--- src/design/ret_defines.vh ---
/*
 Register indices, field positions, reset values and widths of the
 event countdown timer.
 Assumes it is included by bare name from the timer module.
*/
`ifndef RET_DEFINES_VH
`define RET_DEFINES_VH

`define RET_ADDR_W 12
`define RET_CONFIG_IDX 12'h03f
`define RET_RELOAD_IDX 12'h040
`define RET_STATUS_IDX 12'h048

`define RET_CONFIG_WMASK 32'h7f03fd7f
`define RET_CONFIG_RST 32'h00000000
`define RET_RELOAD_RST 20'h00000
`define RET_COUNT_RST 20'h00000

`define RET_STOP_RX_BEGIN 30
`define RET_STOP_TX_BEGIN 29
`define RET_STOP_EXT_ON 28
`define RET_STOP_EXT_OFF 27
`define RET_STOP_OWN_ON 26
`define RET_STOP_OWN_OFF 25
`define RET_STOP_RX_ACT 24
`define RET_START_RX_BEGIN 17
`define RET_START_RX_END 16
`define RET_START_TX_BEGIN 15
`define RET_START_TX_END 14
`define RET_START_EXT_ON 13
`define RET_START_EXT_OFF 12
`define RET_START_OWN_ON 11
`define RET_START_OWN_OFF 10
`define RET_START_IMM 8
`define RET_SINGLE_RUN 6
`define RET_RATE_HI 5
`define RET_RATE_LO 3
`define RET_CLK_SRC 2
`define RET_AUTO_RELOAD 1
`define RET_ENABLE 0

`define RET_STATUS_RUN 20
`define RET_PRESCALE_W 8

`endif

--- src/design/ret_event_timer.v ---
/*
 Event driven 20-bit countdown timer with its register slave.
 Assumes event inputs are one-cycle pulses from logic on the same clock
 and a bus master that never issues read and write strobes together.
*/
// The strobed register port was chosen for this implementation.
`timescale 1ns/1ps
`include "ret_defines.vh"

// Behaviour
// - Stop when reception first bit arrives
// - Stop when transmission begins
// - Stop on external field on, off
// - Stop on own field on, off
// - Stop on receive path activity
// - Start when reception first bit arrives
// - Start when reception ends
// - Start on transmission begin, end
// - Start on external field on, off
// - Start on own field on, off
// - Immediate start bit starts timer
// - Single run ignores restarts while running
// - Rate code halves from 6.78 MHz
// - Clock source picks undivided or prescaled
// - No auto reload: stop, hold zero
// - Auto reload: reload and continue
// - Enable bit gates all operation
// - 20-bit reload preset, upper bits zero
module ret_event_timer #(
	parameter CNT_W = 20
) (
	clock,
	reset,
	bus_addr,
	bus_wdata,
	bus_write,
	bus_read,
	bus_rdata,
	rx_begin_evt,
	rx_end_evt,
	tx_begin_evt,
	tx_end_evt,
	ext_field_on_evt,
	ext_field_off_evt,
	own_field_on_evt,
	own_field_off_evt,
	rx_activity_evt,
	timer_expired,
	timer_running,
	timer_count
);
	input wire clock;
	input wire reset;
	input wire [`RET_ADDR_W-1:0] bus_addr;
	input wire [31:0] bus_wdata;
	input wire bus_write;
	input wire bus_read;
	output wire [31:0] bus_rdata;
	input wire rx_begin_evt;
	input wire rx_end_evt;
	input wire tx_begin_evt;
	input wire tx_end_evt;
	input wire ext_field_on_evt;
	input wire ext_field_off_evt;
	input wire own_field_on_evt;
	input wire own_field_off_evt;
	input wire rx_activity_evt;
	output wire timer_expired;
	output wire timer_running;
	output wire [CNT_W-1:0] timer_count;

	reg [31:0] config_ff;
	reg [CNT_W-1:0] reload_ff;
	reg [CNT_W-1:0] count_ff;
	reg [CNT_W-1:0] nxt_count;
	reg running_ff;
	reg nxt_running;
	reg expired_ff;
	reg nxt_expired;
	reg imm_start_ff;
	reg [`RET_PRESCALE_W-1:0] prescale_ff;
	reg [`RET_PRESCALE_W-1:0] nxt_prescale;
	reg [31:0] rdata_ff;
	reg [31:0] nxt_rdata;

	wire cfg_sel;
	wire reload_sel;
	wire status_sel;
	wire stop_hit;
	wire start_hit;
	wire tick;
	wire enabled;
	wire single_run;
	wire auto_reload_enable;
	wire count_clock_source;
	wire [2:0] count_rate_select;

	// Byte address is four times the register index
	function addr_is;
		input [`RET_ADDR_W-1:0] addr;
		input [`RET_ADDR_W-1:0] idx;
		begin
			addr_is = (addr[`RET_ADDR_W-1:2] == idx[`RET_ADDR_W-3:0]) &&
				(addr[1:0] == 2'h0);
		end
	endfunction

	// Tick when low sel+1 bits are all ones: divide by 2^(sel+1)
	function prescale_tick;
		input [`RET_PRESCALE_W-1:0] cnt;
		input [2:0] sel;
		reg [`RET_PRESCALE_W:0] m9;
		begin
			m9 = ({{`RET_PRESCALE_W{1'b0}}, 1'b1} << ({1'b0, sel} + 4'h1)) -
				{{`RET_PRESCALE_W{1'b0}}, 1'b1};
			prescale_tick = ((cnt & m9[`RET_PRESCALE_W-1:0]) ==
				m9[`RET_PRESCALE_W-1:0]);
		end
	endfunction

	assign cfg_sel = addr_is(bus_addr, `RET_CONFIG_IDX);
	assign reload_sel = addr_is(bus_addr, `RET_RELOAD_IDX);
	assign status_sel = addr_is(bus_addr, `RET_STATUS_IDX);

	assign enabled = config_ff[`RET_ENABLE];
	assign single_run = config_ff[`RET_SINGLE_RUN];
	assign auto_reload_enable = config_ff[`RET_AUTO_RELOAD];
	assign count_clock_source = config_ff[`RET_CLK_SRC];
	assign count_rate_select = config_ff[`RET_RATE_HI:`RET_RATE_LO];

	assign stop_hit = (config_ff[`RET_STOP_RX_BEGIN] & rx_begin_evt) |
		(config_ff[`RET_STOP_TX_BEGIN] & tx_begin_evt) |
		(config_ff[`RET_STOP_EXT_ON] & ext_field_on_evt) |
		(config_ff[`RET_STOP_EXT_OFF] & ext_field_off_evt) |
		(config_ff[`RET_STOP_OWN_ON] & own_field_on_evt) |
		(config_ff[`RET_STOP_OWN_OFF] & own_field_off_evt) |
		(config_ff[`RET_STOP_RX_ACT] & rx_activity_evt);

	assign start_hit = (config_ff[`RET_START_RX_BEGIN] & rx_begin_evt) |
		(config_ff[`RET_START_RX_END] & rx_end_evt) |
		(config_ff[`RET_START_TX_BEGIN] & tx_begin_evt) |
		(config_ff[`RET_START_TX_END] & tx_end_evt) |
		(config_ff[`RET_START_EXT_ON] & ext_field_on_evt) |
		(config_ff[`RET_START_EXT_OFF] & ext_field_off_evt) |
		(config_ff[`RET_START_OWN_ON] & own_field_on_evt) |
		(config_ff[`RET_START_OWN_OFF] & own_field_off_evt) |
		imm_start_ff;

	assign tick = count_clock_source ?
		prescale_tick(prescale_ff, count_rate_select) : 1'b1;

	// Config and reload registers
	always @(posedge clock) begin
		if (reset) begin
			config_ff <= `RET_CONFIG_RST;
			reload_ff <= `RET_RELOAD_RST;
			imm_start_ff <= 1'b0;
		end else begin
			// start acts one cycle after write
			imm_start_ff <= bus_write & cfg_sel & bus_wdata[`RET_START_IMM];
			if (bus_write && cfg_sel) begin
				config_ff <= bus_wdata & `RET_CONFIG_WMASK;
			end
			if (bus_write && reload_sel) begin
				reload_ff <= bus_wdata[CNT_W-1:0];
			end
		end
	end

	// Counter control
	always @* begin
		nxt_count = count_ff;
		nxt_running = running_ff;
		nxt_expired = 1'b0;
		nxt_prescale = prescale_ff + {{(`RET_PRESCALE_W-1){1'b0}}, 1'b1};
		if (!enabled) begin
			nxt_running = 1'b0;
			nxt_prescale = {`RET_PRESCALE_W{1'b0}};
		end else if (stop_hit) begin
			nxt_running = 1'b0;
		end else if (start_hit && !(single_run && running_ff)) begin
			nxt_count = reload_ff;
			nxt_running = 1'b1;
			nxt_prescale = {`RET_PRESCALE_W{1'b0}};
		end else if (running_ff && tick) begin
			if (count_ff <= {{(CNT_W-1){1'b0}}, 1'b1}) begin
				nxt_expired = 1'b1;
				if (auto_reload_enable) begin
					nxt_count = reload_ff;
				end else begin
					nxt_count = {CNT_W{1'b0}};
					nxt_running = 1'b0;
				end
			end else begin
				nxt_count = count_ff - {{(CNT_W-1){1'b0}}, 1'b1};
			end
		end
	end

	always @(posedge clock) begin
		if (reset) begin
			count_ff <= `RET_COUNT_RST;
			running_ff <= 1'b0;
			expired_ff <= 1'b0;
			prescale_ff <= {`RET_PRESCALE_W{1'b0}};
		end else begin
			count_ff <= nxt_count;
			running_ff <= nxt_running;
			expired_ff <= nxt_expired;
			prescale_ff <= nxt_prescale;
		end
	end

	// Read data valid only the cycle after the strobe
	always @* begin
		nxt_rdata = 32'h00000000;
		if (bus_read) begin
			if (cfg_sel) begin
				nxt_rdata = config_ff;
			end else if (reload_sel) begin
				nxt_rdata = {{(32-CNT_W){1'b0}}, reload_ff};
			end else if (status_sel) begin
				nxt_rdata = {{(32-CNT_W){1'b0}}, count_ff};
				nxt_rdata[`RET_STATUS_RUN] = running_ff;
			end else begin
				nxt_rdata = 32'h00000000;
			end
		end
	end

	always @(posedge clock) begin
		if (reset) begin
			rdata_ff <= 32'h00000000;
		end else begin
			rdata_ff <= nxt_rdata;
		end
	end

	assign bus_rdata = rdata_ff;
	assign timer_expired = expired_ff;
	assign timer_running = running_ff;
	assign timer_count = count_ff;

endmodule // ret_event_timer

--- config.mk ---
export PLATFORM = sky130hd
export DESIGN_NAME = ret_event_timer
export DESIGN_NICKNAME = d
export VERILOG_FILES = /design/src/design/ret_event_timer.v
export VERILOG_INCLUDE_DIRS = /design/src /design/src/design
export SDC_FILE = /design/constraint.sdc
export NUM_CORES = 1
export LEC_CHECK = 0
export BUFFER_PORTS_ARGS = -buffer_cell sky130_fd_sc_hd__buf_4
export CORE_MARGIN = 4
export CORE_UTILIZATION = 48
export CTS_BUF_LIST = sky130_fd_sc_hd__clkbuf_4 sky130_fd_sc_hd__clkbuf_8 sky130_fd_sc_hd__clkbuf_16
export DETAILED_ROUTE_END_ITERATION = 12
export PLACE_DENSITY = 0.79
export SLEW_MARGIN = 30
export SYNTH_ARGS = -nofsm -noshare
export SYNTH_HDL_FRONTEND = slang
export SYNTH_SLANG_ARGS = --single-unit
--- constraint.sdc ---
create_clock -name clock -period 2.5 [get_ports clock]
set_input_delay 0.5 -clock clock [delete_from_list [all_inputs] [get_ports clock]]
set_output_delay 0.5 -clock clock [all_outputs]
set_load 0.005 [all_outputs]
==> impl_metrics.py <==
metrics = {
    "status": {
        "status": "finished with violations",
        "violations": "negative setup slack",
    },
    "drt": {
        "drt_iter0_markers": 487,
        "ant_nets": 0,
        "drt-total-wl_um": 14600,
        "route.detailed.drc": 0,
        "vias": 4583,
        "viasPerCell": 5.88,
        "wl_per_cell_um": 18.8,
        "firstDrtPassIters": 7,
    },
    "die": {
        "row_count": 35,
        "core_mm2": 0.00937,
        "start_util": 0.500,
        "die_x_um": 107,
        "die_h_um": 107,
        "die_area_mm2": 0.0114,
        "io_pins": 111,
    },
    "placement": {
        "port_buffers": 101,
        "place_hpwl_um": 10100,
        "dpl.cell_count": 763,
        "place_congestion": 0.995,
    },
    "grt": {
        "grt_max_degree": 50,
        "grt_pass1_vias": 4502,
        "grt_overflow": 0,
        "grt_use_total": 0.247,
        "grt_pass1_wl_um": 22600,
        "antenna_found_initial": 0,
    },
    "synth": {
        "synth_seq_cells": 102,
        "synth_cells": 534,
        "netlist.top_cell.by_area": "dfxtp_1",
        "synth_top_area_share": 0.436,
        "async_reset_ff_frac": 0,
        "syn_area_mm2": 0.00468,
        "yosys_most_used_dff": "dfxtp_1",
        "yosysSeqAreaShare": 0.436,
        "synth_area_leaders": "dfxtp_1 (44%), nand2_1 (5.8%), mux2i_1 (5.1%)",
        "synth-edff-count": 0,
        "synthDistinctLibCells": 65,
        "ys_warn_count": 0,
        "avgSynthCellArea_um2": 8.77,
    },
    "clock_network": {
        "clock_latency_ns": 0.38,
        "numCtsBuffers": 9,
        "path_clk_slew_ns": 0.10,
        "h-tree-depth": 3,
        "cts_num_sinks": 102,
        "root_buffer": "clkbuf_8",
        "cts_max_path_buffers": 2,
        "cts_tree": "done",
    },
    "critical_path": {
        "worstSetupEndpointType": "flip-flop",
        "worstSetupPathType": "flip-flop to flip-flop",
        "cp-start-kind": "flip-flop",
        "reg2reg_depth": 9,
        "arrival_ns": 2.79,
        "cp_max_fo": 4,
        "required_ns": 2.77,
    },
    "timing": {
        "drv_slew": 0,
        "fmax_mhz": 397,
        "timing.final.crit_share": 1.01,
        "worst_pin_slew_ns": 0.676,
        "tns_ns": -0.0169,
        "finalSetupViolCount": 1,
        "maxSlewHeadroom": 0.548,
        "hold_viol": 0,
        "period_minus_slack_ns": 2.52,
        "hold_ws_ns": 0.351,
        "skew_ns": 0.00859,
        "worst_slack_ns": -0.0169,
    },
    "job": {
        "drv_cap": 0,
    },
    "power": {
        "clock_power_share": 0.362,
        "power.total_mw": 2.73,
        "intPower_mw": 2.05,
        "ir_drop_mv": 0.270,
        "power.leakage_nw": 2.46,
        "switchingPower_uw": 680,
        "pwr-share-comb": 0.043,
        "swShare": 0.249,
        "seq_power_share": 0.595,
        "power.density_mw_per_mm2": 452,
    },
    "worst_hold_path": {
        "hold_depth": 3,
        "hold_path.class": "primary input to flip-flop",
    },
    "finish": {
        "fin_nets": 706,
        "area.growth.synth_to_final_pct": 28.9,
        "fin_cells": 779,
        "diodes": 0,
        "drive_above_1_share": 0.303,
        "final_cell_mix": "buf_4 (132), dfxtp_1 (100), nand2_1 (71)",
        "final_common_cell": "buf_4",
    },
}
-- layer usage --
layer | GRT usage | vias to the layer above | part of all wire
li1 | - | 2136 | -
met4 | 0.108 | 0 | 0.020
met3 | 0.0458 | 28 | 0.072
met5 | 0 | - | 0
met1 | 0.313 | 2179 | 0.41
met2 | 0.412 | 240 | 0.50
-- power groups by stage --
stage | clock network, mW | logic, mW | registers [mW]
floorplan | 0 | 0.0314 | 1.66
global placement | 0 | 0.108 | 1.66
detailed placement | 0 | 0.111 | 1.66
CTS | 0.974 | 0.111 | 1.62
global route | 1.04 | 0.123 | 1.62
finish | 0.987 | 0.116 | 1.62
-- cells by family after synthesis --
family,after synthesis,share of synthesized area
flops,102,0.436
buf+inv,46,0.0491
other cells,2,0.00160
compound gates,135,0.200
simple gates,204,0.220
fa+ha+maj,4,0.0107
mux,25,0.0537
xor+xnor,16,0.0299
-- registers in the layout, summed over array words and instances, names as in the netlist --
signal,cells
imm_start_ff,1
config_ff,23
timer_count,20
reload_ff,20
bus_rdata,28
prescale_ff,8
timer_expired,1
timer_running,1
-- cells in the mapped netlist (2+ instances only) --
cell and n:
a211oi_2 4, xor2_1 12, and2_1 9, and3_1 10, ha_1 4, o311ai_1 4
nor2_1 48, nor3b_1 3, nor3_1 16, or3b_2 2, o21a_1 2, mux2i_1 24
o21ai_2 2, nor4_1 7, nand4_1 2, nand3_1 13, buf_4 7, o21ai_0 18
dfxtp_1 102, nor4b_1 3, a2111oi_0 2, xnor2_1 4, o32ai_1 3, a211oi_1 11
or3_1 2, a222oi_1 2, inv_1 7, clkbuf_1 23, a22oi_2 3, a21oi_1 42
nand2_1 72, o31ai_1 4, buf_2 6, a22oi_1 29, conb_1 2
-- through the flow --
stage,utilization,worst slack [ns],instance area (um^2)
after floorplan,-,0.0154,4700
after detailed placement,0.609,-0.0308,5700
after global placement,0.609,0.0305,5700
after global routing,0.644,-0.0499,6040
final,0.644,-0.0169,6040
after CTS,0.629,0.00599,5890
-- timing repair --
action                                  4_1_cts  5_1_grt
hold buffers                                  0        0
pin swaps                                     3       11
endpoints found under the setup margin        6       21
setup buffers                                 1        0
cloned                                        0        0
hold endpoints to repair                      0        0
resized for setup                             3       28
-- path summary, 6_finish.rpt --
kind	start	endpoint	slack (ns)
max	config_ff[5]	timer_count[1]	-0.02
min	bus_wdata[27]	config_ff[27]	0.35
max reg2reg	config_ff[5]	timer_count[1]	-0.02
min reg2reg	reload_ff[19]	reload_ff[19]	0.48
-- critical path, stage by stage, from the launching register on --
cell and delay (ns):
dfxtp_2 0.34, or3_4 0.39, ha_4 0.18, or3b_2 0.45, o22ai_2 0.19, o41a_4 0.20, o21a_4 0.17, buf_4 0.15
a2111oi_2 0.04, a211oi_1 0.31
-- final cells by class --
type	instances	area, um^2
sequential	102	2040
tap	129	161
multi-input combinational	389	2580
inverter	7	26.3
clock inverter	7	47.5
fill	778	3330
timing repair buffer	136	1050
clock buffer	9	124
No activity file was read; power rests on OpenSTA's default activity.
